File: src/design/amc_map.svh
// Constants of the audio mute controller: register indices, field
// positions, reset values and timing counts.
// Assumes a 40 MHz system clock and APB byte address = 4 * index.
//
// How it works
// - Auto unmute after delay unless disabled
// - Delay field matters only with auto unmute
// - Delay code zero unmutes at once
// - Delay codes give 250, 500, 750, 1000 ms
// - First mask: compressed, format, parity, clock
// - Second mask: PLLs, flatline, buffer under/overrun
// - Mute when regen packet misses a vsync
// - Mute on source avmute or link mode low
// - Mute when CTS drifts beyond tolerance
// - Mute when regen N value changes
// - Mute on stereo/multichannel layout switch
// - Mute on uncorrectable packet, port, no clock
// - Raw status shows live internal mute
// - Readback of last received source avmute
// - Pin enable puts mute on irq pin
// - Pin enable clear keeps irq pin low
// - Unmute needs conditions, auto, timer, in order
// - Force mute overrides all conditions
// - Manual unmute by toggling disable on, off
// - Speed field sets samples per ramp step
`ifndef AMC_MAP_SVH
`define AMC_MAP_SVH

// Register indices
`define AMC_IDX_AVSTAT 8'h04
`define AMC_IDX_SPEED 8'h0f
`define AMC_IDX_CTSTOL 8'h10
`define AMC_IDX_MASK1 8'h14
`define AMC_IDX_MASK2 8'h15
`define AMC_IDX_MASK3 8'h16
`define AMC_IDX_CTRL 8'h1a
`define AMC_IDX_PINCFG 8'h40
`define AMC_IDX_RAWSTAT 8'h65

// Field positions
`define AMC_BIT_AVMUTE 6
`define AMC_BIT_DLOVR 7
`define AMC_BIT_DLBYP 6
`define AMC_BIT_FORCE 4
`define AMC_WAIT_LSB 1
`define AMC_BIT_NOAUTO 0
`define AMC_BIT_RAWPIN 3
`define AMC_BIT_INTMUTE 6

// Writable bits of the mask registers
`define AMC_MASK1_RW 8'h33
`define AMC_MASK2_RW 8'heb
`define AMC_MASK3_RW 8'hff

// Reset values
`define AMC_RST_MASK1 8'h02
`define AMC_RST_MASK2 8'h00
`define AMC_RST_MASK3 8'h00
`define AMC_RST_CTRL 8'h00
`define AMC_RST_PINCFG 8'h00
`define AMC_RST_SPEED 5'h1f
`define AMC_RST_CTSTOL 6'h25

// Timing: one delay step of 250 ms at the system clock rate
`define AMC_CLK_HZ 40000000
`define AMC_STEP_MS 250
`define AMC_STEP_CYCLES (`AMC_STEP_MS * (`AMC_CLK_HZ / 1000))
`define AMC_MAX_STEPS 3'h4

`endif

File: src/design/amc_pkg.sv
// Types shared by the audio mute controller files.
// Assumes nothing of its surroundings.
package amc_pkg;
  // Mute sequencer states
  typedef enum logic [1:0] {
    AMC_UNMUTED = 2'b00,
    AMC_MUTED = 2'b01,
    AMC_WAITING = 2'b10
  } amc_state_e;
endpackage

File: src/design/amc_step_div.sv
// Divider giving a one-cycle pulse every delay step.
// Assumes clear is pulsed when a new delay starts.
`timescale 1ns/1ps
module amc_step_div #(
  parameter int STEP_CYCLES = 10000000
) (
  // Clock and reset
  input wire logic sys_clk,
  input wire logic reset_n,
  // Control and pulse
  input wire logic clear,
  output logic stepTick
);
  logic [31:0] divCnt_reg; // Cycles since last step

  // Restarting on clear makes the first step a full period long
  always_ff @(posedge sys_clk or negedge reset_n) begin
    if (!reset_n) begin
      divCnt_reg <= 32'h0;
      stepTick <= 1'b0;
    end else if (clear) begin
      divCnt_reg <= 32'h0;
      stepTick <= 1'b0;
    end else if (divCnt_reg == 32'(STEP_CYCLES - 1)) begin
      divCnt_reg <= 32'h0;
      stepTick <= 1'b1;
    end else begin
      divCnt_reg <= divCnt_reg + 32'h1;
      stepTick <= 1'b0;
    end
  end
endmodule

File: src/design/amc_unmute_timer.sv
// Counts delay steps down for the unmute delay.
// Assumes start is a one-cycle pulse and step ticks follow it.
`timescale 1ns/1ps
`include "amc_map.svh"
module amc_unmute_timer (
  // Clock and reset
  input wire logic sys_clk,
  input wire logic reset_n,
  // Control
  input wire logic start,
  input wire logic [2:0] code,
  input wire logic stepTick,
  // Status
  output logic expired
);
  logic [2:0] stepCnt_reg; // Steps left

  // Codes above the longest delay are held at the longest
  always_ff @(posedge sys_clk or negedge reset_n) begin
    if (!reset_n) begin
      stepCnt_reg <= 3'h0;
    end else if (start) begin
      stepCnt_reg <= (code > `AMC_MAX_STEPS) ? `AMC_MAX_STEPS : code;
    end else if (stepTick && stepCnt_reg != 3'h0) begin
      stepCnt_reg <= stepCnt_reg - 3'h1;
    end
  end

  assign expired = (stepCnt_reg == 3'h0);
endmodule

File: src/design/amc_mute_ctrl.sv
// Audio mute controller: mute conditions, masks, unmute sequencer,
// APB register slave and the mute pin.
// Assumes all link receiver inputs are synchronous to sys_clk.
`timescale 1ns/1ps
`include "amc_map.svh"
module amc_mute_ctrl #(
  parameter int STEP_CYCLES = `AMC_STEP_CYCLES
) (
  // Clock and reset
  input wire logic sys_clk,
  input wire logic reset_n,
  // APB slave
  input wire logic psel,
  input wire logic penable,
  input wire logic pwrite,
  input wire logic [9:0] paddr,
  input wire logic [31:0] pwdata,
  output logic [31:0] prdata,
  output logic pready,
  output logic pslverr,
  // Format and sample status
  input wire logic compressedAudio,
  input wire logic formatChange,
  input wire logic sampleParityErr,
  input wire logic linkClockIrregular,
  input wire logic flatline,
  input wire logic bufferUnderrun,
  input wire logic bufferOverrun,
  input wire logic packetUncorrectable,
  // Lock and link status
  input wire logic audioPllLocked,
  input wire logic linkPllLocked,
  input wire logic linkClockPresent,
  input wire logic linkModeActive,
  input wire logic [1:0] inputPortSel,
  input wire logic channelMulti,
  input wire logic vsyncPulse,
  // General control packet
  input wire logic gcpValid,
  input wire logic gcpAvmute,
  // Clock regeneration packet
  input wire logic regenValid,
  input wire logic [19:0] regenCts,
  input wire logic [19:0] regenN,
  // Mute outputs
  output logic internalMute,
  output logic firstIrqPin,
  // Ramp and delay line settings
  output logic [4:0] muteSpeed,
  output logic delayLineManualOverride,
  output logic delayLineBypass
);
  // Software registers
  logic [7:0] maskFirst_reg;
  logic [7:0] maskSecond_reg;
  logic [7:0] maskThird_reg;
  logic [7:0] control_reg;
  logic [7:0] pinConfig_reg;
  logic [5:0] ctsTol_reg;
  // Condition tracking
  logic avmuteFlag_reg; // Avmute of last control packet
  logic regenSeen_reg; // Regen packet since last vsync
  logic regenMissing_reg; // A vsync period passed without one
  logic regenHave_reg; // A reference N/CTS is held
  logic [19:0] ctsRef_reg;
  logic [19:0] nRef_reg;
  logic layoutPrev_reg;
  logic [1:0] portPrev_reg;
  logic noAutoPrev_reg;
  // Sequencer
  amc_pkg::amc_state_e state_reg;
  logic timerStart_reg;
  // APB
  logic apbAccess; // Access phase of a transfer
  logic apbDone; // Edge at which the transfer completes
  logic [7:0] regIdx;
  // Derived conditions
  logic [19:0] ctsDiff;
  logic ctsDrift;
  logic nUpdate;
  logic layoutChange;
  logic portSwitch;
  logic [23:0] condAll;
  logic [23:0] maskAll;
  logic anyMute;
  logic forceMute;
  logic noAuto;
  logic [2:0] waitCode;
  logic manualRelease;
  logic stepTick;
  logic timerExpired;

  assign apbAccess = psel && penable;
  assign apbDone = apbAccess && pready;
  assign regIdx = paddr[9:2];
  assign forceMute = control_reg[`AMC_BIT_FORCE];
  assign noAuto = control_reg[`AMC_BIT_NOAUTO];
  assign waitCode = control_reg[`AMC_WAIT_LSB +: 3];

  // Register writes take effect only at the completing edge
  always_ff @(posedge sys_clk or negedge reset_n) begin
    if (!reset_n) begin
      maskFirst_reg <= `AMC_RST_MASK1;
      maskSecond_reg <= `AMC_RST_MASK2;
      maskThird_reg <= `AMC_RST_MASK3;
      control_reg <= `AMC_RST_CTRL;
      pinConfig_reg <= `AMC_RST_PINCFG;
      ctsTol_reg <= `AMC_RST_CTSTOL;
      muteSpeed <= `AMC_RST_SPEED;
      delayLineManualOverride <= 1'b0;
      delayLineBypass <= 1'b0;
    end else if (apbDone && pwrite) begin
      case (regIdx)
        // Mask registers keep only their defined bits
        `AMC_IDX_MASK1: maskFirst_reg <= pwdata[7:0] & `AMC_MASK1_RW;
        `AMC_IDX_MASK2: maskSecond_reg <= pwdata[7:0] & `AMC_MASK2_RW;
        `AMC_IDX_MASK3: maskThird_reg <= pwdata[7:0] & `AMC_MASK3_RW;
        `AMC_IDX_CTRL: control_reg <= pwdata[7:0] & 8'h1f;
        `AMC_IDX_PINCFG: pinConfig_reg <= pwdata[7:0] & 8'h08;
        `AMC_IDX_CTSTOL: ctsTol_reg <= pwdata[5:0];
        `AMC_IDX_SPEED: begin
          muteSpeed <= pwdata[4:0];
          delayLineManualOverride <= pwdata[`AMC_BIT_DLOVR];
          delayLineBypass <= pwdata[`AMC_BIT_DLBYP];
        end
        default: begin
          // Read-only and unmapped words ignore writes
        end
      endcase
    end
  end

  // One wait state: ready rises in the second access cycle
  always_ff @(posedge sys_clk or negedge reset_n) begin
    if (!reset_n) begin
      pready <= 1'b0;
      pslverr <= 1'b0;
      prdata <= 32'h0;
    end else if (apbAccess && !pready) begin
      pready <= 1'b1;
      pslverr <= 1'b0;
      prdata <= 32'h0;
      case (regIdx)
        `AMC_IDX_AVSTAT: prdata[`AMC_BIT_AVMUTE] <= avmuteFlag_reg;
        `AMC_IDX_SPEED: prdata[7:0] <= {delayLineManualOverride,
                                        delayLineBypass, 1'b0, muteSpeed};
        `AMC_IDX_CTSTOL: prdata[5:0] <= ctsTol_reg;
        `AMC_IDX_MASK1: prdata[7:0] <= maskFirst_reg;
        `AMC_IDX_MASK2: prdata[7:0] <= maskSecond_reg;
        `AMC_IDX_MASK3: prdata[7:0] <= maskThird_reg;
        `AMC_IDX_CTRL: prdata[7:0] <= control_reg;
        `AMC_IDX_PINCFG: prdata[7:0] <= pinConfig_reg;
        // Live mute state, no latching
        `AMC_IDX_RAWSTAT: prdata[`AMC_BIT_INTMUTE] <= internalMute;
        default: pslverr <= 1'b1; // Unmapped word
      endcase
    end else begin
      pready <= 1'b0;
      pslverr <= 1'b0;
    end
  end

  // Avmute flag follows each received control packet
  always_ff @(posedge sys_clk or negedge reset_n) begin
    if (!reset_n) begin
      avmuteFlag_reg <= 1'b0;
    end else if (gcpValid) begin
      avmuteFlag_reg <= gcpAvmute;
    end
  end

  // Missing regen packet: a whole vsync period without one
  always_ff @(posedge sys_clk or negedge reset_n) begin
    if (!reset_n) begin
      regenSeen_reg <= 1'b0;
      regenMissing_reg <= 1'b0;
    end else if (vsyncPulse) begin
      // A packet in the vsync cycle still counts for the ending period
      regenMissing_reg <= !(regenSeen_reg || regenValid);
      regenSeen_reg <= 1'b0;
    end else if (regenValid) begin
      regenSeen_reg <= 1'b1;
      regenMissing_reg <= 1'b0;
    end
  end

  // Reference N and CTS from the previous regen packet
  always_ff @(posedge sys_clk or negedge reset_n) begin
    if (!reset_n) begin
      regenHave_reg <= 1'b0;
      ctsRef_reg <= 20'h0;
      nRef_reg <= 20'h0;
    end else if (regenValid) begin
      regenHave_reg <= 1'b1;
      ctsRef_reg <= regenCts;
      nRef_reg <= regenN;
    end
  end

  // CTS drift beyond tolerance, N change
  assign ctsDiff = (regenCts > ctsRef_reg) ? regenCts - ctsRef_reg
                                           : ctsRef_reg - regenCts;
  assign ctsDrift = regenValid && regenHave_reg &&
                    (ctsDiff > {14'h0, ctsTol_reg});
  assign nUpdate = regenValid && regenHave_reg && (regenN != nRef_reg);

  // Previous layout, port and disable control for edge detection
  always_ff @(posedge sys_clk or negedge reset_n) begin
    if (!reset_n) begin
      layoutPrev_reg <= 1'b0;
      portPrev_reg <= 2'h0;
      noAutoPrev_reg <= 1'b0;
    end else begin
      layoutPrev_reg <= channelMulti;
      portPrev_reg <= inputPortSel;
      noAutoPrev_reg <= noAuto;
    end
  end

  // Either direction of layout change counts
  assign layoutChange = channelMulti != layoutPrev_reg;
  assign portSwitch = inputPortSel != portPrev_reg;

  // Condition vector lined up with the three mask registers
  always_comb begin
    condAll = 24'h0;
    condAll[5] = compressedAudio;
    condAll[4] = formatChange;
    condAll[1] = sampleParityErr;
    condAll[0] = linkClockIrregular;
    condAll[15] = !audioPllLocked;
    condAll[14] = !linkPllLocked;
    condAll[13] = regenMissing_reg;
    condAll[11] = flatline;
    condAll[9] = bufferUnderrun;
    condAll[8] = bufferOverrun;
    condAll[23] = avmuteFlag_reg;
    condAll[22] = !linkModeActive;
    condAll[21] = ctsDrift;
    condAll[20] = nUpdate;
    condAll[19] = layoutChange;
    condAll[18] = packetUncorrectable;
    condAll[17] = portSwitch;
    condAll[16] = !linkClockPresent;
  end

  // Cleared mask bits block their condition entirely
  assign maskAll = {maskThird_reg, maskSecond_reg, maskFirst_reg};
  assign anyMute = (|(condAll & maskAll)) || forceMute;

  // Disable control taken from 1 to 0 is the manual release
  assign manualRelease = noAutoPrev_reg && !noAuto;

  // Unmute sequencer; every release path requires no active condition
  always_ff @(posedge sys_clk or negedge reset_n) begin
    if (!reset_n) begin
      state_reg <= amc_pkg::AMC_UNMUTED;
      internalMute <= 1'b0;
      timerStart_reg <= 1'b0;
    end else begin
      timerStart_reg <= 1'b0;
      case (state_reg)
        amc_pkg::AMC_UNMUTED: begin
          if (anyMute) begin
            state_reg <= amc_pkg::AMC_MUTED;
            internalMute <= 1'b1;
          end
        end
        amc_pkg::AMC_MUTED: begin
          // Priority: conditions, then auto enable, then timer
          if (anyMute) begin
            state_reg <= amc_pkg::AMC_MUTED;
          end else if (manualRelease) begin
            state_reg <= amc_pkg::AMC_UNMUTED;
            internalMute <= 1'b0;
          end else if (noAuto) begin
            state_reg <= amc_pkg::AMC_MUTED;
          end else if (waitCode == 3'h0) begin
            state_reg <= amc_pkg::AMC_UNMUTED;
            internalMute <= 1'b0;
          end else begin
            // Delay timed from the moment conditions cleared
            state_reg <= amc_pkg::AMC_WAITING;
            timerStart_reg <= 1'b1;
          end
        end
        amc_pkg::AMC_WAITING: begin
          if (anyMute || noAuto) begin
            // A new condition or disabling auto unmute aborts the wait
            state_reg <= amc_pkg::AMC_MUTED;
          end else if (waitCode == 3'h0) begin
            state_reg <= amc_pkg::AMC_UNMUTED; // Cancelled
            internalMute <= 1'b0;
          end else if (timerExpired && !timerStart_reg) begin
            state_reg <= amc_pkg::AMC_UNMUTED;
            internalMute <= 1'b0;
          end
        end
        default: begin
          state_reg <= amc_pkg::AMC_MUTED;
          internalMute <= 1'b1;
        end
      endcase
    end
  end

  // Step divider, restarted with each delay
  amc_step_div #(
    .STEP_CYCLES(STEP_CYCLES)
  ) u_step_div (
    .sys_clk(sys_clk),
    .reset_n(reset_n),
    .clear(timerStart_reg),
    .stepTick(stepTick)
  );

  // Step countdown loaded from the delay code
  amc_unmute_timer u_unmute_timer (
    .sys_clk(sys_clk),
    .reset_n(reset_n),
    .start(timerStart_reg),
    .code(waitCode),
    .stepTick(stepTick),
    .expired(timerExpired)
  );

  // Mute pin; the processor downstream mutes on the high level
  always_ff @(posedge sys_clk or negedge reset_n) begin
    if (!reset_n) begin
      firstIrqPin <= 1'b0;
    end else begin
      firstIrqPin <= pinConfig_reg[`AMC_BIT_RAWPIN] && internalMute;
    end
  end

  // Cycles spent waiting, read only by the checks below
  logic [31:0] waitCyc_reg;
  always_ff @(posedge sys_clk or negedge reset_n) begin
    if (!reset_n) begin
      waitCyc_reg <= 32'h0;
    end else if (state_reg == amc_pkg::AMC_WAITING) begin
      waitCyc_reg <= waitCyc_reg + 32'h1;
    end else begin
      waitCyc_reg <= 32'h0;
    end
  end
endmodule

File: config.mk
export PLATFORM = sky130hd
export DESIGN_NAME = amc_mute_ctrl
export DESIGN_NICKNAME = d
export VERILOG_FILES = /design/src/design/amc_pkg.sv /design/src/design/amc_step_div.sv /design/src/design/amc_unmute_timer.sv /design/src/design/amc_mute_ctrl.sv
export VERILOG_INCLUDE_DIRS = /design/src /design/src/design
export SDC_FILE = /design/constraint.sdc
export NUM_CORES = 1
export LEC_CHECK = 0
export ABC_CLOCK_PERIOD_IN_PS = 4900
export BUFFER_PORTS_ARGS = -buffer_cell sky130_fd_sc_hd__buf_2
export CORE_ASPECT_RATIO = 1.2
export CORE_MARGIN = 3
export CORE_UTILIZATION = 45
export CTS_CLUSTER_SIZE = 20
export DETAILED_ROUTE_END_ITERATION = 6
export PLACE_DENSITY = 0.65
export SYNTH_ARGS = -nofsm -noshare
export SYNTH_HDL_FRONTEND = slang
export SYNTH_HIERARCHICAL = 1
export SYNTH_SLANG_ARGS = --single-unit
File: constraint.sdc
create_clock -name sys_clk -period 4.9 [get_ports sys_clk]
set_clock_uncertainty 0.15 [all_clocks]
set_input_delay 0.245 -clock sys_clk [delete_from_list [all_inputs] [get_ports sys_clk]]
set_output_delay 0.245 -clock sys_clk [all_outputs]
set_load 0.02 [all_outputs]
; ---- After elaboration in Yosys (flattened, before gate mapping)
; Index checks and enable logic that the tools add are counted.
[totals]
regBits = 136
romBits = 0
latchBits = 0
mem_count = 0
wordCells = 138
mem_bits_rw = 0
[op_classes]
n_reduce_logical = 39
mul = 0
addsub = 4
order_cmp = 3
n_bitwise = 1
n_mux = 41
div = 0
shift = 0
eq_ne = 22
[ops]
columns = operator, n
row1 = 32-bit two-way mux, 2
row2 = 6-bit one-hot mux with 7 select lines, 1
row3 = "8-bit by 5-bit equality test with 1-bit output, second input constant", 5
row4 = 20-bit subtractor, 2
row5 = "32-bit by 1-bit adder with 32-bit output, second input constant", 1
row6 = "32-bit by 24-bit equality test with 1-bit output, second input constant", 1
row7 = 24-bit bitwise AND, 1
row8 = 24-bit OR reduction, 1
row9 = 1-bit two-way mux, 22
row10 = 20-bit greater-than comparator, 1
row11 = 20-bit by 6-bit greater-than comparator with 1-bit output, 1
row12 = 20-bit two-way mux, 1
row13 = 20-bit != test, 1
row14 = "8-bit by 7-bit equality test with 1-bit output, second input constant", 2
row15 = 2-bit two-way mux, 8
row16 = 2-bit AND reduction, 8
row17 = 1-bit logical AND, 11
row18 = 3-bit two-way mux, 3
row19 = "3-bit != test, second input constant", 3
row20 = 9-bit OR reduction, 1
row21 = "8-bit by 3-bit equality test with 1-bit output, second input constant", 1
row22 = "8-bit by 4-bit equality test with 1-bit output, second input constant", 1
row23 = 1-bit zero test, 8
row24 = 3-bit zero test, 2
row25 = 16 further kinds, 22

; ---- Logic depth before layout (Yosys ltp)
[depth]
word_depth = 10
mapped_depth = 22

; ---- Modules after synthesis
; Netlist, hierarchy kept.
[modules_own_cells]
columns = mod, area_per_inst_um2, seq_area_each_um2, instances, cells_each
row1 = amc_mute_ctrl, 7243.2, 2513.7, 1, 778
row2 = amc_step_div, 1775.5, 825.8, 1, 189
row3 = amc_unmute_timer, 197.7, 75.1, 1, 19

; ---- Worst setup path before layout
; OpenSTA, ideal clock, no wires.
[synth_timing]
kind = reg2reg
from = register ctsRef_reg[0]
to = register internalMute
required_ns = 4.626
setup_ns = 0.124
stages_incl_launch_ff = 21
t_arrival_ns = 3.954
slack_ns = 0.672
cell_sequence = dfrtp_1 -> ha_1 -> inv_1 -> fa_1 -> nand3_1 -> a211oi_2 -> a311oi_2 -> o22ai_2 -> buf_6 -> mux2_2 -> ha_1 -> nor2b_1 -> o21a_1 -> o211ai_1 -> a21o_1 -> nand3_1 -> nor4_2 -> nand4_1 -> o21a_1 -> o2111a_1 -> mux2i_1
[synth_via]
elab_chain_len = 10
word_cells_on_any_way = 14
classes_between = add/sub (2) / order compare (2) / eq/ne (3) / mux (1) / bitwise (1) / reduce/logical (5)
[synth_lines]
columns = element, line
row1 = from (decl), amc_mute_ctrl.sv:65  ; logic [19:0] ctsRef_reg;
row2 = from (signal assigned), amc_mute_ctrl.sv:195  ; ctsRef_reg <= regenCts;
row3 = "20-bit subtractor, or another cell as far along", amc_mute_ctrl.sv:202  ; : ctsRef_reg - regenCts;
row4 = 20-bit two-way mux *, amc_mute_ctrl.sv:201  ; assign ctsDiff = (regenCts > ctsRef_reg) ? regenCts - ctsRef_reg
row5 = 20-bit by 6-bit greater-than comparator with 1-bit output *, amc_mute_ctrl.sv:204  ; (ctsDiff > {14'h0, ctsTol_reg});
row6 = 1-bit logical AND *, amc_mute_ctrl.sv:203  ; assign ctsDrift = regenValid && regenHave_reg &&
row7 = 24-bit bitwise AND *, amc_mute_ctrl.sv:249  ; assign anyMute = (|(condAll & maskAll)) || forceMute;
row8 = 24-bit OR reduction *, amc_mute_ctrl.sv:249
row9 = 1-bit logical OR *, amc_mute_ctrl.sv:249
row10 = 1-bit logical OR, amc_mute_ctrl.sv:288  ; if (anyMute || noAuto) begin
row11 = 2-bit != test (no line), -
row12 = 6-bit AND reduction (no line) *, -
row13 = to (signal assigned), amc_mute_ctrl.sv:258  ; internalMute <= 1'b0;
row14 = to (signal assigned), amc_mute_ctrl.sv:293  ; internalMute <= 1'b0;
row15 = to (signal assigned), amc_mute_ctrl.sv:296  ; internalMute <= 1'b0;
row16 = to (decl), amc_mute_ctrl.sv:46  ; output logic internalMute,
; Every way passes the cells marked *; elsewhere a longest branch is shown, timed or not.
; A chain may end at the register's enable or synchronous reset.

; ---- Worst setup path after layout
[layout_timing]
from = input regenCts[0]
to = register internalMute
[layout_via]
elab_chain_len = 10
word_cells_on_any_way = 14
classes_between = add/sub (2) / order compare (2) / eq/ne (3) / mux (1) / bitwise (1) / reduce/logical (5)
[layout_lines]
columns = element, line
row1 = from (decl), amc_mute_ctrl.sv:43  ; input wire logic [19:0] regenCts,
row2 = "20-bit subtractor, or another cell as far along", amc_mute_ctrl.sv:202
row3 = 20-bit two-way mux *, amc_mute_ctrl.sv:201
row4 = 20-bit by 6-bit greater-than comparator with 1-bit output *, amc_mute_ctrl.sv:204
row5 = 1-bit logical AND *, amc_mute_ctrl.sv:203
row6 = 24-bit bitwise AND *, amc_mute_ctrl.sv:249
row7 = 24-bit OR reduction *, amc_mute_ctrl.sv:249
row8 = 1-bit logical OR *, amc_mute_ctrl.sv:249
row9 = 1-bit logical OR, amc_mute_ctrl.sv:288
row10 = 2-bit != test (no line), -
row11 = 6-bit AND reduction (no line) *, -
; Marked as above.

==> metrics.md <==
| Metric | Value |
|---|---|
| Status | `completed` |
| Critical Path End Type | `flip-flop` |
| Crit path time final | `4.51 ns` |
| Antenna diode count | `0` |
| Post-route DRC | `0` |
| Crit-path max FO | `9` |
| Hpwl dp | `16,500 um` |
| Area contributors post-synth | `dfrtp_1 (34%), mux2_2 (7.2%), ha_1 (6.9%)` |
| Initial antenna violation count | `0` |
| Share of layout cells above drive strength 1 | `0.216` |
| GR Util All Layers | `0.206` |
| VDD IR max | `0.241 mV` |
| Final Cell Area | `11,000 sq um` |
| CP Data Required Time | `5.09 ns` |
| CP peak stage delay | `0.55 ns` |
| Layout Nets | `1,288` |
| P per Cell Area | `312 nW/um^2` |
| Cell Count, Final, Fillers Out | `1,403` |
| Setup crit start | `regenCts[0]` |
| Cells on Worst Hold Path | `3` |
| Relative slew slack | `0.207` |
| Final hold violation count | `0` |
| Max-Cap Viols | `0` |
| CTS tree | `yes` |
| Yosys warnings | `6` |
| Initial Utilization | `0.465` |
| Ys flop type | `dfrtp_1` |
| RSZ-0062 raised after global routing | `no` |
| Syn_area_per_cell | `9.35 sq um` |
| Boundary pin count | `149` |
| Yosys top cell area share | `0.345` |
| CTS Buffer Depth | `2` |
| Commonest non-fill, non-tap cell in the layout | `dfrtp_1` |
| Global-route wire length before repair | `37,100 um` |
| Routed length per instance | `16.2 um` |
| Final Slew Violations | `0` |
| R2r worst-path depth | `17` |
| Synth area leader | `dfrtp_1` |
| Clk root buf | `clkbuf_16` |
| Routed Antenna Nets | `0` |
| Reg-to-Reg End | `internalMute$_DFFE_PN0P_` |
| Commonest cells after routing, fill and taps aside | `dfrtp_1 (127), buf_2 (97), nand2_1 (75), inv_1 (71), mux2_2 (59)` |
| Clk slew on worst S/H paths | `0.06 ns` |
| Setup CP Type | `input pin to flip-flop` |
| Max frequency | `0.222 GHz` |
| Startpoint types | `input pin` |
| Drt initial violations | `464` |
| # rows | `56` |
| Post-synthesis sequential area ratio | `0.370` |
| Worst Hold Endpoint | `pinConfig_reg[3]$_DFFE_PN0P_` |
| Setup TNS | `0 ns` |
| Number of flops mapped to enable cells by yosys | `0` |
| Worst Path Arrival | `4.70 ns` |
| Cells along the critical path | `dlygate4sd3_1 -> buf_2 -> inv_1 -> ha_1 -> inv_1 -> fa_1 -> nand3_1 -> a211oi_2 -> a311oi_4 -> o22ai_4 -> mux2_2 -> ha_1 -> nor2b_1 -> o21a_1 -> o211ai_1 -> a21o_1 -> nand3_1 -> nor4_2 -> nand4_1 -> o31ai_1 -> o2111a_1 -> mux2i_1` |
| DR vias | `7,761` |
| TritonCTS Buffers | `17` |
| Dpl cells | `1,313` |
| Placer Congestion | `0.879` |
| Largest net degree at the start of global routing | `92` |
| Die Span Y | `163 um` |
| Buffers added on ports | `98` |
| Worst r2r src | `ctsRef_reg[18]$_DFFE_PN0P_` |
| P_leak | `4.92 nW` |
| Pre-Repair DR Iteration Count | `5` |
| Drt total wl | `22,700 um` |
| Final setup vio count | `0` |
| R2r setup slk | `0.55 ns` |
| Post-synthesis cell area | `9220 sq um` |
| Vias/cell | `5.53` |
| Max stage delay cell, worst path | `dlygate4sd3_1` |
| Synth-to-Final Area Change | `19.4%` |
| Worst hold path type | `input pin to flip-flop` |
| Worst Tran Pin Value | `1.18 ns` |
| Mapped Cells | `986` |
| CORE AREA | `19,800 sq um` |
| Clock sinks | `136` |
| Die Width | `137 um` |
| Max reg flops | `32` |
| Origin of the worst min-delay path | `paddr[7]` |
| Vias in the first global route | `7,607` |
| Async SR Flop Fraction | `1.00` |
| Total grt overflow | `0` |
| DP Area | `9790 sq um` |
| H-Tree Depth | `4` |
| Tcrit/Tclk final | `0.921` |
| Worst-Skew Late Latency | `0.42 ns` |
| Synth unique cells | `84` |
| Power Total | `3.43 mW` |
| Die Footprint | `22,200 sq um` |
| Flops & latches, synth | `136` |
==> metrics by stage <==
step / utilization / worst slack (ns) / hold slack, ns
2_1_floorplan: - / 0.672 / -0.201
6_report: 0.555 / 0.389 / 0.0888
5_1_grt: 0.555 / 0.0591 / 0.100
3_3_place_gp: 0.494 / 0.371 / 0.230
3_5_place_dp: 0.494 / 0.279 / 0.233
4_1_cts: 0.551 / 0.102 / 0.00303
==> layout make-up <==
class | instances | area (sq um)
clock inverter | 15 | 175
fill | 1782 | 8820
inverter | 71 | 267
tap | 261 | 327
clock buffer | 17 | 425
sequential | 136 | 3410
multi-input combinational | 736 | 5250
timing repair buffer | 167 | 1150
==> kinds of logic after synthesis <==
| logic type | Yosys count | synth area share |
|---|---|---|
| AO/OA/AOI/OAI | 239 | 0.178 |
| XOR/XNOR | 47 | 0.0447 |
| adder cells (fa/ha/maj) | 53 | 0.0736 |
| buffers and inverters | 137 | 0.0744 |
| flip-flops | 136 | 0.370 |
| multiplexers | 63 | 0.0764 |
| other | 1 | 0.000407 |
| AND/OR/NAND/NOR | 310 | 0.182 |
==> where the power goes <==
| part | leakage, nW | switching [mW] | internal [mW] |
|---|---|---|---|
| Clock | 0.291 | 0.527 | 0.803 |
| Sequential | 1.74 | 0.0659 | 1.20 |
| Combinational | 2.89 | 0.478 | 0.362 |
==> synthesized netlist by cell type, drive strengths merged, types with 6 or more instances <==
master	number
and2	7
inv	71
o211ai	6
and3	8
nand2b	11
nor2b	7
nor3	20
a31oi	8
dfrtp	127
clkbuf	22
a222oi	6
ha	51
nand3	32
or3	17
a211oi	10
mux2	59
o2111ai	6
a21oi	59
xnor2	26
nor4	16
a22oi	9
or4	16
o31ai	13
a21o	18
nor2	52
nand4	24
dfstp	9
nand2	75
o21ai	59
buf	44
xor2	21
==> routing by layer <==
| metal | up-vias | track usage | share of wire |
|---|---|---|---|
| met4 | 0 | 0.0637 | 0.024 |
| li1 | 3831 | - | - |
| met5 | - | 0 | 0 |
| met2 | 155 | 0.356 | 0.51 |
| met1 | 3735 | 0.263 | 0.44 |
| met3 | 40 | 0.0355 | 0.029 |
==> how the worst max path moves through the flow <==
stage,to,slack [ns]
after floorplan,internalMute$_DFFE_PN0P_,0.67
after global routing,internalMute$_DFFE_PN0P_,0.06
final,internalMute$_DFFE_PN0P_,0.39
after detailed placement,internalMute$_DFFE_PN0P_,0.28
after global placement,internalMute$_DFFE_PN0P_,0.37
after CTS,internalMute$_DFFE_PN0P_,0.10
==> critical path, delay by kind of cell <==
family          cells  cell delay [ns]
fa+ha+maj           3             0.87
buf+inv             4             0.80
mux                 2             0.50
compound gates      8             1.54
simple gates        5             0.73
==> timing repair <==
action,CTS,global route
endpoints found under the hold margin,159,1
hold buffers,54,1
buffers inserted,0,3
gates resized for setup,0,11
endpoints found under the setup margin,0,2
Power figures use the tool's default switching activity.
